File: config.mk
export PLATFORM = sky130hd
export DESIGN_NAME = smfc_top
export DESIGN_NICKNAME = d
export VERILOG_FILES = /design/src/smfc_pkg.sv /design/src/smfc_top.sv
export VERILOG_INCLUDE_DIRS = /design/src
export SDC_FILE = /design/constraint.sdc
export NUM_CORES = 1
export LEC_CHECK = 0
export BUFFER_PORTS_ARGS = -buffer_cell sky130_fd_sc_hd__buf_2
export CAP_MARGIN = 25
export CORE_MARGIN = 5
export CORE_UTILIZATION = 40
export DETAILED_ROUTE_END_ITERATION = 8
export HOLD_SLACK_MARGIN = 0.02
export SYNTH_ARGS = -nofsm -noshare
export SYNTH_HDL_FRONTEND = slang
export SYNTH_SLANG_ARGS = --single-unit
File: constraint.sdc
create_clock -name clk -period 4.2 [get_ports clk]
set_input_delay 0.84 -clock clk [delete_from_list [all_inputs] [get_ports clk]]
set_output_delay 0.84 -clock clk [all_outputs]
set_load 0.02 [all_outputs]
File: src/smfc_cfg.svh
/*
  Constants for the supervisor, mute and fault control block.
  Assumes inclusion by smfc_top.sv only, not by smfc_pkg.sv; definitions only.
*/
`ifndef SMFC_CFG_SVH
`define SMFC_CFG_SVH
`define SMFC_CLK_HZ        250000000
`define SMFC_PWM_HZ        425000
`define SMFC_PWM_DIV       (`SMFC_CLK_HZ / `SMFC_PWM_HZ)
`define SMFC_LL_COUNT      2048
`define SMFC_MUTE_EDGES    10
`define SMFC_DEGLITCH_NS   16000
`define SMFC_CLK_NS        4
`define SMFC_DEGLITCH_CYC  ((`SMFC_DEGLITCH_NS + `SMFC_CLK_NS - 1) / `SMFC_CLK_NS)
`define SMFC_UPPER_CLR     15
`define SMFC_BLANK_CYC     25
`endif

File: src/smfc_pkg.sv
/*
  Types for the supervisor, mute and fault control block.
  Assumes nothing beyond the constants header.
*/
package smfc_pkg;
  typedef enum logic [1:0] {
    SMFC_MUTE_IDLE = 2'b01,
    SMFC_MUTE_HOLD = 2'b10
  } smfc_mute_t;
endpackage

File: src/smfc_top.sv
/*
  Supervisor, mute and fault control for a four-output regulator.
  Assumes comparator outputs arrive asynchronously from the analog side
  and the host drives the enable pins; open-drain pins resolved outside.
*/
`timescale 1ns/10ps
`include "smfc_cfg.svh"
`default_nettype none
module smfc_top
  import smfc_pkg::*;
#(
  parameter int PWM_DIV      = `SMFC_PWM_DIV,
  parameter int LL_COUNT     = `SMFC_LL_COUNT,
  parameter int DEGLITCH_CYC = `SMFC_DEGLITCH_CYC,
  parameter int BLANK_CYC    = `SMFC_BLANK_CYC
)
(
  input  wire logic clk,                   // System clock, 250 MHz
  input  wire logic rst_b,                 // Async reset, active low
  input  wire logic switch_enable_in,      // Host switch enable
  input  wire logic enable_sync_in,        // Host enable/sync
  input  wire logic accessory_sense_in,    // Accessory comparator
  input  wire logic backup_sense_in,       // Backup comparator raw
  input  wire logic mute_timer_pin,        // Timer pin above threshold
  input  wire logic switch_supply_ov,      // Switch supply overvoltage
  input  wire logic feedback_two_fault,    // Feedback two under/over
  input  wire logic feedback_three_fault,  // Feedback three under/over
  input  wire logic feedback_four_fault,   // Feedback four under/over
  input  wire logic feedback_one_fault,    // Feedback one, not used for power-good
  input  wire logic buck_one_uvlo,         // Buck one supply lockout
  input  wire logic buck_two_uvlo,         // Buck two supply lockout
  input  wire logic buck_three_uvlo,       // Buck three supply lockout
  input  wire logic thermal_low,           // Lower thermal comparator
  input  wire logic thermal_high,          // Upper thermal comparator
  input  wire logic upper_current_over,    // Upper switch current over limit
  output logic      high_side_switch_one,  // Switch one on
  output logic      high_side_switch_two,  // Switch two on
  output logic      buck_one_en,           // Buck one enable
  output logic      buck_two_en,           // Buck two enable
  output logic      buck_three_en,         // Buck three enable
  output logic      buck_four_en,          // Buck four enable
  output logic      light_load_mode,       // Buck one light-load mode
  output logic      pwm_gate_on,           // Upper switch gate drive
  output logic      backup_compare_out,    // Filtered backup level
  output logic      mute_oe,               // Mute pin pulled low
  output logic      power_good_oe,         // Power-good pin pulled low
  output logic      thermal_warn_latch,    // Lower thermal latch
  output logic      thermal_shutdown_latch // Upper thermal latch
);
  localparam int NSYNC = 13;
  localparam int DIVW  = $clog2(PWM_DIV + 1);
  localparam int LLW   = $clog2(LL_COUNT + 1);
  localparam int DGW   = $clog2(DEGLITCH_CYC + 1);
  localparam int BLW   = $clog2(BLANK_CYC + 1);

  logic [NSYNC-1:0] async_in;
  logic [NSYNC-1:0] meta_reg;
  logic [NSYNC-1:0] sync_reg;
  logic             ens_s, ensync_s, acc_s, bu_s, mute_timer_pin_s, ov_s, fb2_s, fb3_s, fb4_s;
  logic             uv1_s, uv2_s, tl_s, th_s, oc_s;
  logic [DIVW-1:0]  div_reg;
  logic             tick_reg;
  logic [LLW-1:0]   ll_cnt_reg;
  logic [DGW-1:0]   dg_cnt_reg;
  logic             bu_filt_reg;
  logic             bu_change;
  logic             mute_timer_pin_prev_reg;
  logic [3:0]       mute_cnt_reg;
  smfc_mute_t       mute_state_reg;
  logic [3:0]       upper_clr_reg;
  logic [BLW-1:0]   blank_reg;
  logic             pulse_on_reg;
  logic             uv3_s;

  // Feedback one is deliberately not collected here
  assign async_in = {buck_three_uvlo, upper_current_over, thermal_high, thermal_low, buck_two_uvlo,
                     buck_one_uvlo, feedback_four_fault, feedback_three_fault, feedback_two_fault,
                     switch_supply_ov, mute_timer_pin, backup_sense_in,
                     accessory_sense_in ^ 1'b0} ;
  assign {uv3_s, oc_s, th_s, tl_s, uv2_s, uv1_s, fb4_s, fb3_s, fb2_s, ov_s, mute_timer_pin_s, bu_s, acc_s} = sync_reg;

  always_ff @(posedge clk or negedge rst_b)
  begin
    if (!rst_b)
    begin
      meta_reg <= '0;
      sync_reg <= '0;
    end
    else
    begin
      meta_reg <= async_in;
      sync_reg <= meta_reg;
    end
  end

  // Enable pins also come from another chip
  logic [1:0] en_meta_reg;
  logic [1:0] en_sync_reg;
  always_ff @(posedge clk or negedge rst_b)
  begin
    if (!rst_b)
    begin
      en_meta_reg <= '0;
      en_sync_reg <= '0;
    end
    else
    begin
      en_meta_reg <= {switch_enable_in, enable_sync_in};
      en_sync_reg <= en_meta_reg;
    end
  end
  assign {ens_s, ensync_s} = en_sync_reg;

  // Oscillator tick; sync frequency scaling is outside this block
  always_ff @(posedge clk or negedge rst_b)
  begin
    if (!rst_b)
    begin
      div_reg  <= '0;
      tick_reg <= 1'b0;
    end
    else if (div_reg == DIVW'(PWM_DIV - 1))
    begin
      div_reg  <= '0;
      tick_reg <= 1'b1;
    end
    else
    begin
      div_reg  <= div_reg + 1'b1;
      tick_reg <= 1'b0;
    end
  end

  // Light-load selection
  always_ff @(posedge clk or negedge rst_b)
  begin
    if (!rst_b)
    begin
      ll_cnt_reg      <= '0;
      light_load_mode <= 1'b0;
    end
    else if (acc_s)
    begin
      ll_cnt_reg      <= '0;
      light_load_mode <= thermal_shutdown_latch;
    end
    else if (ensync_s)
    begin
      ll_cnt_reg      <= '0;
      light_load_mode <= thermal_shutdown_latch;
    end
    else if (tick_reg)
    begin
      if (ll_cnt_reg == LLW'(LL_COUNT - 1))
        light_load_mode <= 1'b1;
      else
      begin
        ll_cnt_reg      <= ll_cnt_reg + 1'b1;
        // A tick must not delay the forced light load by a cycle
        light_load_mode <= light_load_mode || thermal_shutdown_latch;
      end
    end
    else if (thermal_shutdown_latch)
      light_load_mode <= 1'b1;
  end

  // Deglitch: a new level must hold for the full window
  always_ff @(posedge clk or negedge rst_b)
  begin
    if (!rst_b)
    begin
      dg_cnt_reg  <= '0;
      bu_filt_reg <= 1'b0;
    end
    else if (bu_s == bu_filt_reg)
      dg_cnt_reg <= '0;
    else if (dg_cnt_reg == DGW'(DEGLITCH_CYC - 1))
    begin
      dg_cnt_reg  <= '0;
      bu_filt_reg <= bu_s;
    end
    else
      dg_cnt_reg <= dg_cnt_reg + 1'b1;
  end
  assign bu_change = (bu_s != bu_filt_reg) && (dg_cnt_reg == DGW'(DEGLITCH_CYC - 1));

  always_ff @(posedge clk or negedge rst_b)
  begin
    if (!rst_b)
      backup_compare_out <= 1'b0;
    else
      backup_compare_out <= bu_filt_reg;
  end

  // Mute sequencer; thermal inputs are not read here
  always_ff @(posedge clk or negedge rst_b)
  begin
    if (!rst_b)
    begin
      mute_state_reg <= SMFC_MUTE_IDLE;
      mute_cnt_reg   <= '0;
      mute_timer_pin_prev_reg  <= 1'b0;
      mute_oe        <= 1'b0;
    end
    else
    begin
      mute_timer_pin_prev_reg <= mute_timer_pin_s;
      unique case (mute_state_reg)
        SMFC_MUTE_IDLE:
        begin
          if (bu_change)
          begin
            mute_state_reg <= SMFC_MUTE_HOLD;
            mute_cnt_reg   <= '0;
            mute_oe        <= 1'b1;
          end
        end
        SMFC_MUTE_HOLD:
        begin
          if (bu_change)
            mute_cnt_reg <= '0;
          else if (mute_timer_pin_s != mute_timer_pin_prev_reg)
          begin
            if (mute_cnt_reg == 4'(`SMFC_MUTE_EDGES - 1))
            begin
              mute_state_reg <= SMFC_MUTE_IDLE;
              mute_oe        <= 1'b0;
            end
            else
              mute_cnt_reg <= mute_cnt_reg + 1'b1;
          end
        end
      endcase
    end
  end

  // Thermal latches; set wins over clear
  always_ff @(posedge clk or negedge rst_b)
  begin
    if (!rst_b)
    begin
      thermal_warn_latch     <= 1'b0;
      thermal_shutdown_latch <= 1'b0;
      upper_clr_reg          <= '0;
    end
    else
    begin
      if (tl_s && !th_s)
        thermal_warn_latch <= 1'b1;
      else if (!ens_s && !tl_s)
        thermal_warn_latch <= 1'b0;
      if (ensync_s)
        upper_clr_reg <= '0;
      else if (tick_reg && upper_clr_reg != 4'(`SMFC_UPPER_CLR))
        upper_clr_reg <= upper_clr_reg + 1'b1;
      if (th_s)
        thermal_shutdown_latch <= 1'b1;
      else if (upper_clr_reg == 4'(`SMFC_UPPER_CLR) || uv1_s)
        thermal_shutdown_latch <= 1'b0;
    end
  end

  // Enables, switches and power-good
  always_ff @(posedge clk or negedge rst_b)
  begin
    if (!rst_b)
    begin
      high_side_switch_one <= 1'b0;
      high_side_switch_two <= 1'b0;
      buck_one_en          <= 1'b0;
      buck_two_en          <= 1'b0;
      buck_three_en        <= 1'b0;
      buck_four_en         <= 1'b0;
      power_good_oe        <= 1'b1;
    end
    else
    begin
      high_side_switch_one <= ens_s && !ov_s && !thermal_warn_latch && !thermal_shutdown_latch;
      high_side_switch_two <= ens_s && !ov_s && !thermal_warn_latch && !thermal_shutdown_latch;
      buck_one_en          <= !uv1_s;
      buck_two_en          <= ensync_s && !uv2_s && !thermal_shutdown_latch;
      buck_three_en        <= ensync_s && !uv3_s && !thermal_shutdown_latch;
      buck_four_en         <= ensync_s && !thermal_shutdown_latch;
      power_good_oe        <= fb2_s || fb3_s || fb4_s;
    end
  end

  // Pulse-by-pulse limit, no enable term so nothing can switch it off
  always_ff @(posedge clk or negedge rst_b)
  begin
    if (!rst_b)
    begin
      pulse_on_reg <= 1'b0;
      blank_reg    <= '0;
      pwm_gate_on  <= 1'b0;
    end
    else
    begin
      if (tick_reg)
      begin
        pulse_on_reg <= 1'b1;
        blank_reg    <= BLW'(BLANK_CYC);
      end
      else
      begin
        if (blank_reg != '0)
          blank_reg <= blank_reg - 1'b1;
        if (oc_s && blank_reg == '0)
          pulse_on_reg <= 1'b0;
      end
      pwm_gate_on <= pulse_on_reg && !(oc_s && blank_reg == '0);
    end
  end
endmodule
`default_nettype wire

== Word-level counts from Yosys, hierarchy flattened ==
Index checks and enable logic that the tools add are counted.

* Add/sub/neg operators: 6
* Multipliers: 0
* Divide/modulo/power cells: 0
* Order comparisons: 0
* Equality and inequality tests: 18
* Shift-type cells: 0
* Mux-type cells: 38
* Bitwise logic cells: 1
* Reduce and logical (&&, ||, !) cells: 41

{| class="wikitable"
|+ Operator list
! operator !! number
|-
| $mux W12 || 6
|-
| $add A12 B1 Y12 const B || 2
|-
| $mux W4 || 6
|-
| $mux W1 || 16
|-
| $logic_and A1 B1 Y1 || 14
|-
| $eq A12 B11 Y1 const B || 1
|-
| $eq A12 B12 Y1 const B || 1
|-
| $add A10 B1 Y10 const B || 1
|-
| $eq A10 B10 Y1 const B || 1
|-
| $logic_not A1 Y1 || 10
|-
| $mux W10 || 1
|-
| $mux W5 || 2
|-
| $reduce_bool A2 Y1 || 5
|-
| $ne A3 B3 Y1 const B || 3
|-
| $add A4 B1 Y4 const B || 2
|-
| $eq A4 B4 Y1 const B || 2
|-
| $mux W2 || 4
|-
| $ne A2 B2 Y1 const B || 4
|-
| $pmux W4 S2 || 1
|-
| $logic_not A5 Y1 || 1
|-
| $reduce_bool A5 Y1 || 1
|-
| $sub A5 B1 Y5 const B || 1
|-
| $logic_or A1 B1 Y1 || 4
|-
| $ne A4 B4 Y1 const B || 1
|-
| 12 further kinds || 14
|}

* Register bits after elaboration: 95
* Latch bits: 0
* Memory bits (writable): 0
* Bits in read-only memories: 0
* Input port bits: 18
* Output and inout bits: 13
* Logic and storage cells: 131
* Memories: 0

== Logic depth before layout (Yosys ltp) ==
* Word-level depth: 5
* Mapped depth: 6
* Gate-level depth less buffers: 6

== Least setup slack after synthesis ==
Ideal clock, no wire load.

* Kind: register to register
* Start point: register ll_cnt_reg[0]
* End point: register ll_cnt_reg[8]
* Library setup time: 0.120 ns
* Arrival time: 1.378 ns
* Required time: 4.080 ns
* Setup slack: 2.701 ns
* Cell stages (with the launch flop): 6
* Path buffers: 0
* Period minus slack after synthesis: 1.499 ns
* Cell sequence: dfrtp_1 -> ha_1 -> nand4_2 -> a211oi_2 -> a31oi_1 -> a41o_1

* Word-level cells in the longest chain between the ends: 5
* Elaborated cells between the ends (all ways): 8
* Classes of those cells: add/sub: 1; eq/ne: 2; mux: 4; reduce/logical: 1

{| class="wikitable"
|+ RTL lines
! what !! line !! source
|-
| from (decl) || smfc_top.sv:63 || <nowiki>logic [LLW-1:0] ll_cnt_reg;</nowiki>
|-
| from (signal assigned) || smfc_top.sv:158 || <nowiki>ll_cnt_reg <= ll_cnt_reg + 1'b1;</nowiki>
|-
| $add A12 B1 Y12 || smfc_top.sv:158 ||
|-
| $mux W12 || smfc_top.sv:154 || <nowiki>if (ll_cnt_reg == LLW'(LL_COUNT - 1))</nowiki>
|-
| $mux W12 || smfc_top.sv:152 || <nowiki>else if (tick_reg)</nowiki>
|-
| $mux W12 || smfc_top.sv:147 || <nowiki>else if (ensync_s)</nowiki>
|-
| $mux W12 || smfc_top.sv:142 || <nowiki>else if (acc_s)</nowiki>
|}

Parallel ways exist; a longest one is shown, timed or not. The select of a mux whose other input is x is not followed.
A chain may end at the register's enable or synchronous reset.

== Worst setup path in the final report ==
* Start point: register div_reg[0]
* End point: register div_reg[9]

* Word-level cells in the longest chain between the ends: 2
* Elaborated cells between the ends (all ways): 3
* Classes of those cells: add/sub: 1; eq/ne: 1; mux: 1

{| class="wikitable"
|+ RTL lines
! what !! line !! source
|-
| from (decl) || smfc_top.sv:61 || <nowiki>logic [DIVW-1:0] div_reg;</nowiki>
|-
| from (signal assigned) || smfc_top.sv:129 || <nowiki>div_reg <= div_reg + 1'b1;</nowiki>
|-
| $add A10 B1 Y10 / $eq A10 B10 Y1 (equally long branches) || smfc_top.sv:129, smfc_top.sv:122 ||
|-
| $mux W10 (*) || smfc_top.sv:122 || <nowiki>else if (div_reg == DIVW'(PWM_DIV - 1))</nowiki>
|}

Mark *: on every way between the ends. The rest lies on a longest branch, timed or not.

==> results list <==
* RSZ-0062 raised after global routing: no
* Pwr Density: 415 mW/mm²
- The initialized floorplan defines 35 standard-cell rows.
- The share of total power dissipated in combinational logic is 0.065.
- The internal power of the cells totals 1350 µW.
* Share of post-route cells with drive strength above 1: 0.159
- For this run, the top clock speed supported by timing is 0.516 GHz.
* Number of antenna violations at the first check in global routing: 0
- Proportion of netlist area held by the largest area contributor: 0.624
* Chip width: 106 µm
- Critical-path cell list: ha_1 -> nand4b_1 -> nor4bb_1 -> nand2b_1 -> mux2i_1
- Setup total negative slack on the finished layout was measured at 0 ns.
* Maximum root-to-sink buffer count: 2
- # setup viols final: 0
- Number of synthesized register bits: 94
* Nets: 366
* Fraction of synthesis flops using an asynchronous set or reset pin: 1.00
- Slowest stage delay, CP: 0.87 ns
* Number of I/O pins: 31
* Worst Skew: 0.00779 ns
- The first TritonRoute pass finished after 4 iterations.
- Summed over all nets, the switching power comes to 389 µW.
- The flow ran to the end, and the final reports show no timing, DRC or antenna violations.
- Counting the buffers created by CTS gives 9.
* Post-Layout Cell Count: 457
* Latest clock arrival within the worst-skew pair: 0.35 ns
- Effective utilization at floorplan: 0.405
- Relative to the synthesized area, the layout overhead comes to 13.3%.
* Required arrival time at the worst endpoint: 4.43 ns
- The number of hold violations in the final report is 0.
- The number of different library cells used by synthesis comes to 50.
* Buffers added on ports: 29
- The setup check on the worst reg-to-reg path leaves a slack of 2.26 ns.
* Cell leakage power: 0.00196 µW
- Kind of cell adding the most delay to the critical path: simple AND/OR/NAND/NOR gates
- After routing the design area is 0.00418 mm².
- Across the VDD grid, the largest voltage drop is 0.177 mV.
- Per-instance average area after synthesis: 12.1 µm²
- Switching share of power: 0.224
* Wire length reported by the detailed router: 6060 µm
- Sequential share of power: 0.564
* Post-CTS clock slew at the launch and capture registers of the worst setup and hold paths: 0.08 ns
* Floorplan die area: 0.0112 mm²
* Wire length of the first global-routing pass: 10900 µm
* Total via count in the routed design: 2272
- Dividing the detail-routed wire length by the instance count gives 13.3 µm.
- STA puts the critical path data arrival time at 2.17 ns.
- Hpwl dp: 4060 µm
- Global Route Usage Sum: 0.123
- Final weighted congestion in routability-driven placement: 0.731
- Worst min path class: reg2reg
* Worst setup path category: reg2reg
* CTS tree: done
- Slew at the pin with the worst max-slew slack: 1.02 ns
- Final setup slack of the worst path: 2.26 ns
* Depth of the CTS H-tree: 3
* Core area: 0.00911 mm²
- During synthesis, Yosys emitted a total of 0 warnings.
- Headroom to the max-slew limit: 0.312
- Dominant cell type by area after synthesis: sky130_fd_sc_hd__dfrtp_1
- Summing internal, switching and leakage power gives 1740 µW.
- Entering global routing, the biggest net connects 70 pins.
- Post-synthesis instance area: 0.00369 mm²
* Ranking of synthesized cells by area: sky130_fd_sc_hd__dfrtp_1 62%, sky130_fd_sc_hd__nor2_1 3.4%, sky130_fd_sc_hd__xor2_1 3.3%
* Kind of launch point of the worst setup path: register
- Total of hold buffers inserted after clock tree synthesis: 0
* Mapped Nets: 329
- In the routed design, unresolved DRC markers number 0.
* Clock period minus final worst setup slack: 1.94 ns
* Total global routing overflow: 0
* Relative contribution of the clock network to total power: 0.372
- The repair_antennas step left the layout with diodes totalling 0.
* Share of the yosys chip area belonging to registers: 0.638
- Instance count after placement with tap cells included: 441
- In the finished design, the share of the clock period the worst path needs comes to 0.461.
* Average via count per standard cell: 4.97
* Worst Setup End Kind: register
* Post-Place Setup Slack: 2.28 ns
- Via count of the first global-routing pass: 2298
* Instance area at placement: 0.00397 mm²
- The number of pins exceeding their max-slew limit in the final report was 0.
- CP Max Fanout: 7
- For this run, the leading register cell type out of synthesis is sky130_fd_sc_hd__dfrtp_1.
- From bottom edge to top edge, the die measures 106 µm.
- CTS saw 94 sinks.
- Once detail routing completed, the nets flagged for antenna violations numbered 0.
* Root Buffer: sky130_fd_sc_hd__clkbuf_8
* Iter 0 DRT Violations: 73
- Gate count after technology mapping: 304
- Cell type of the slowest stage on the worst timing path: sky130_fd_sc_hd__nor4bb_1
- Yosys mapped a number of flops with a built-in enable equal to 0.
- Worst Path Buf+Inv: 0
- Max-cap violations: 0
- Post-CTS repair changed the size of 0 cells.
* Post-CTS Setup Inserts: 0
-- cells by family after synthesis --
logic type	after synthesis	synth area share
flip-flops	94	0.638
multiplexers	2	0.00576
adder cells (fa/ha/maj)	7	0.0237
AND/OR/NAND/NOR	122	0.184
buffers and inverters	14	0.0153
XOR/XNOR	27	0.0661
AO/OA/AOI/OAI	38	0.0668
-- cell usage after synthesis, drive strengths merged (6+ instances only) --
| cell type | instances |
|---|---|
| a21oi | 14 |
| and3 | 6 |
| dfrtp | 92 |
| ha | 7 |
| inv | 10 |
| nand2 | 19 |
| nand3 | 12 |
| nand4 | 9 |
| nor2 | 33 |
| nor3 | 6 |
| o21ai | 7 |
| or3 | 8 |
| xnor2 | 12 |
| xor2 | 15 |
-- layout by cell type (no fill, tap or decap), types with 2 or more instances in the layout --
cell	n
sky130_fd_sc_hd__dfstp_2	2
sky130_fd_sc_hd__nand2_1	19
sky130_fd_sc_hd__nor2b_1	3
sky130_fd_sc_hd__buf_2	28
sky130_fd_sc_hd__clkbuf_1	3
sky130_fd_sc_hd__bufinv_16	2
sky130_fd_sc_hd__nand4_2	2
sky130_fd_sc_hd__buf_4	2
sky130_fd_sc_hd__xor2_1	14
sky130_fd_sc_hd__xnor2_1	12
sky130_fd_sc_hd__a21oi_1	14
sky130_fd_sc_hd__nor2_1	33
sky130_fd_sc_hd__or3_1	8
sky130_fd_sc_hd__o21ai_0	7
sky130_fd_sc_hd__nand3_1	12
sky130_fd_sc_hd__ha_1	7
sky130_fd_sc_hd__nor4_1	3
sky130_fd_sc_hd__nand4_1	7
sky130_fd_sc_hd__a31oi_1	5
sky130_fd_sc_hd__and3_1	6
sky130_fd_sc_hd__inv_1	10
sky130_fd_sc_hd__and4_1	3
sky130_fd_sc_hd__nand3b_1	2
sky130_fd_sc_hd__clkbuf_8	10
sky130_fd_sc_hd__nor3b_1	2
sky130_fd_sc_hd__nand2b_1	5
sky130_fd_sc_hd__nand4b_1	2
sky130_fd_sc_hd__dfrtp_1	92
sky130_fd_sc_hd__nor3_1	6
-- worst paths after layout --
kind	depth (start not counted)	end	start
worst max-delay path	5	div_reg[9]	div_reg[0]
worst min-delay path	0	sync_reg[10]	meta_reg[10]
worst max register to register	5	div_reg[9]	div_reg[0]
worst min register to register	0	sync_reg[10]	meta_reg[10]
max in group asynchronous	2	div_reg[5]	rst_b
min in group asynchronous	1	blank_reg[4]	rst_b
-- power by group through the flow --
stage	sequential, µW	clock [µW]	combinational, µW
after floorplan	995	0	63.4
after global placement	995	0	111
after detailed placement	996	0	116
after CTS	979	671	116
after global routing	985	708	137
final	978	645	112
-- metrics by stage --
stage / util / hold WS, ns
after floorplan: - / 0.331
after global placement: 0.435 / 0.332
after detailed placement: 0.435 / 0.335
after CTS: 0.459 / 0.354
after global routing: 0.459 / 0.365
final: 0.459 / 0.352
-- per-layer routing --
layer  global-route usage  wire length (µm)  share of wire  up-vias
met3               0.0383               228          0.038        8
met1                0.169              2910           0.48     1113
li1                     -                 -              -     1126
met5                    0                 0              0        -
met2                0.179              2810           0.46       25
met4               0.0546               108          0.018        0
-- layout make-up --
class	count	area [µm²]
Fill cell	844	4930
Sequential cell	94	2350
Multi-Input combinational cell	196	1280
Timing Repair Buffer	30	155
Clock buffer	13	149
Tap cell	111	139
Clock inverter	3	67.6
Inverter	10	37.5
(Power assumes the default switching activity.)
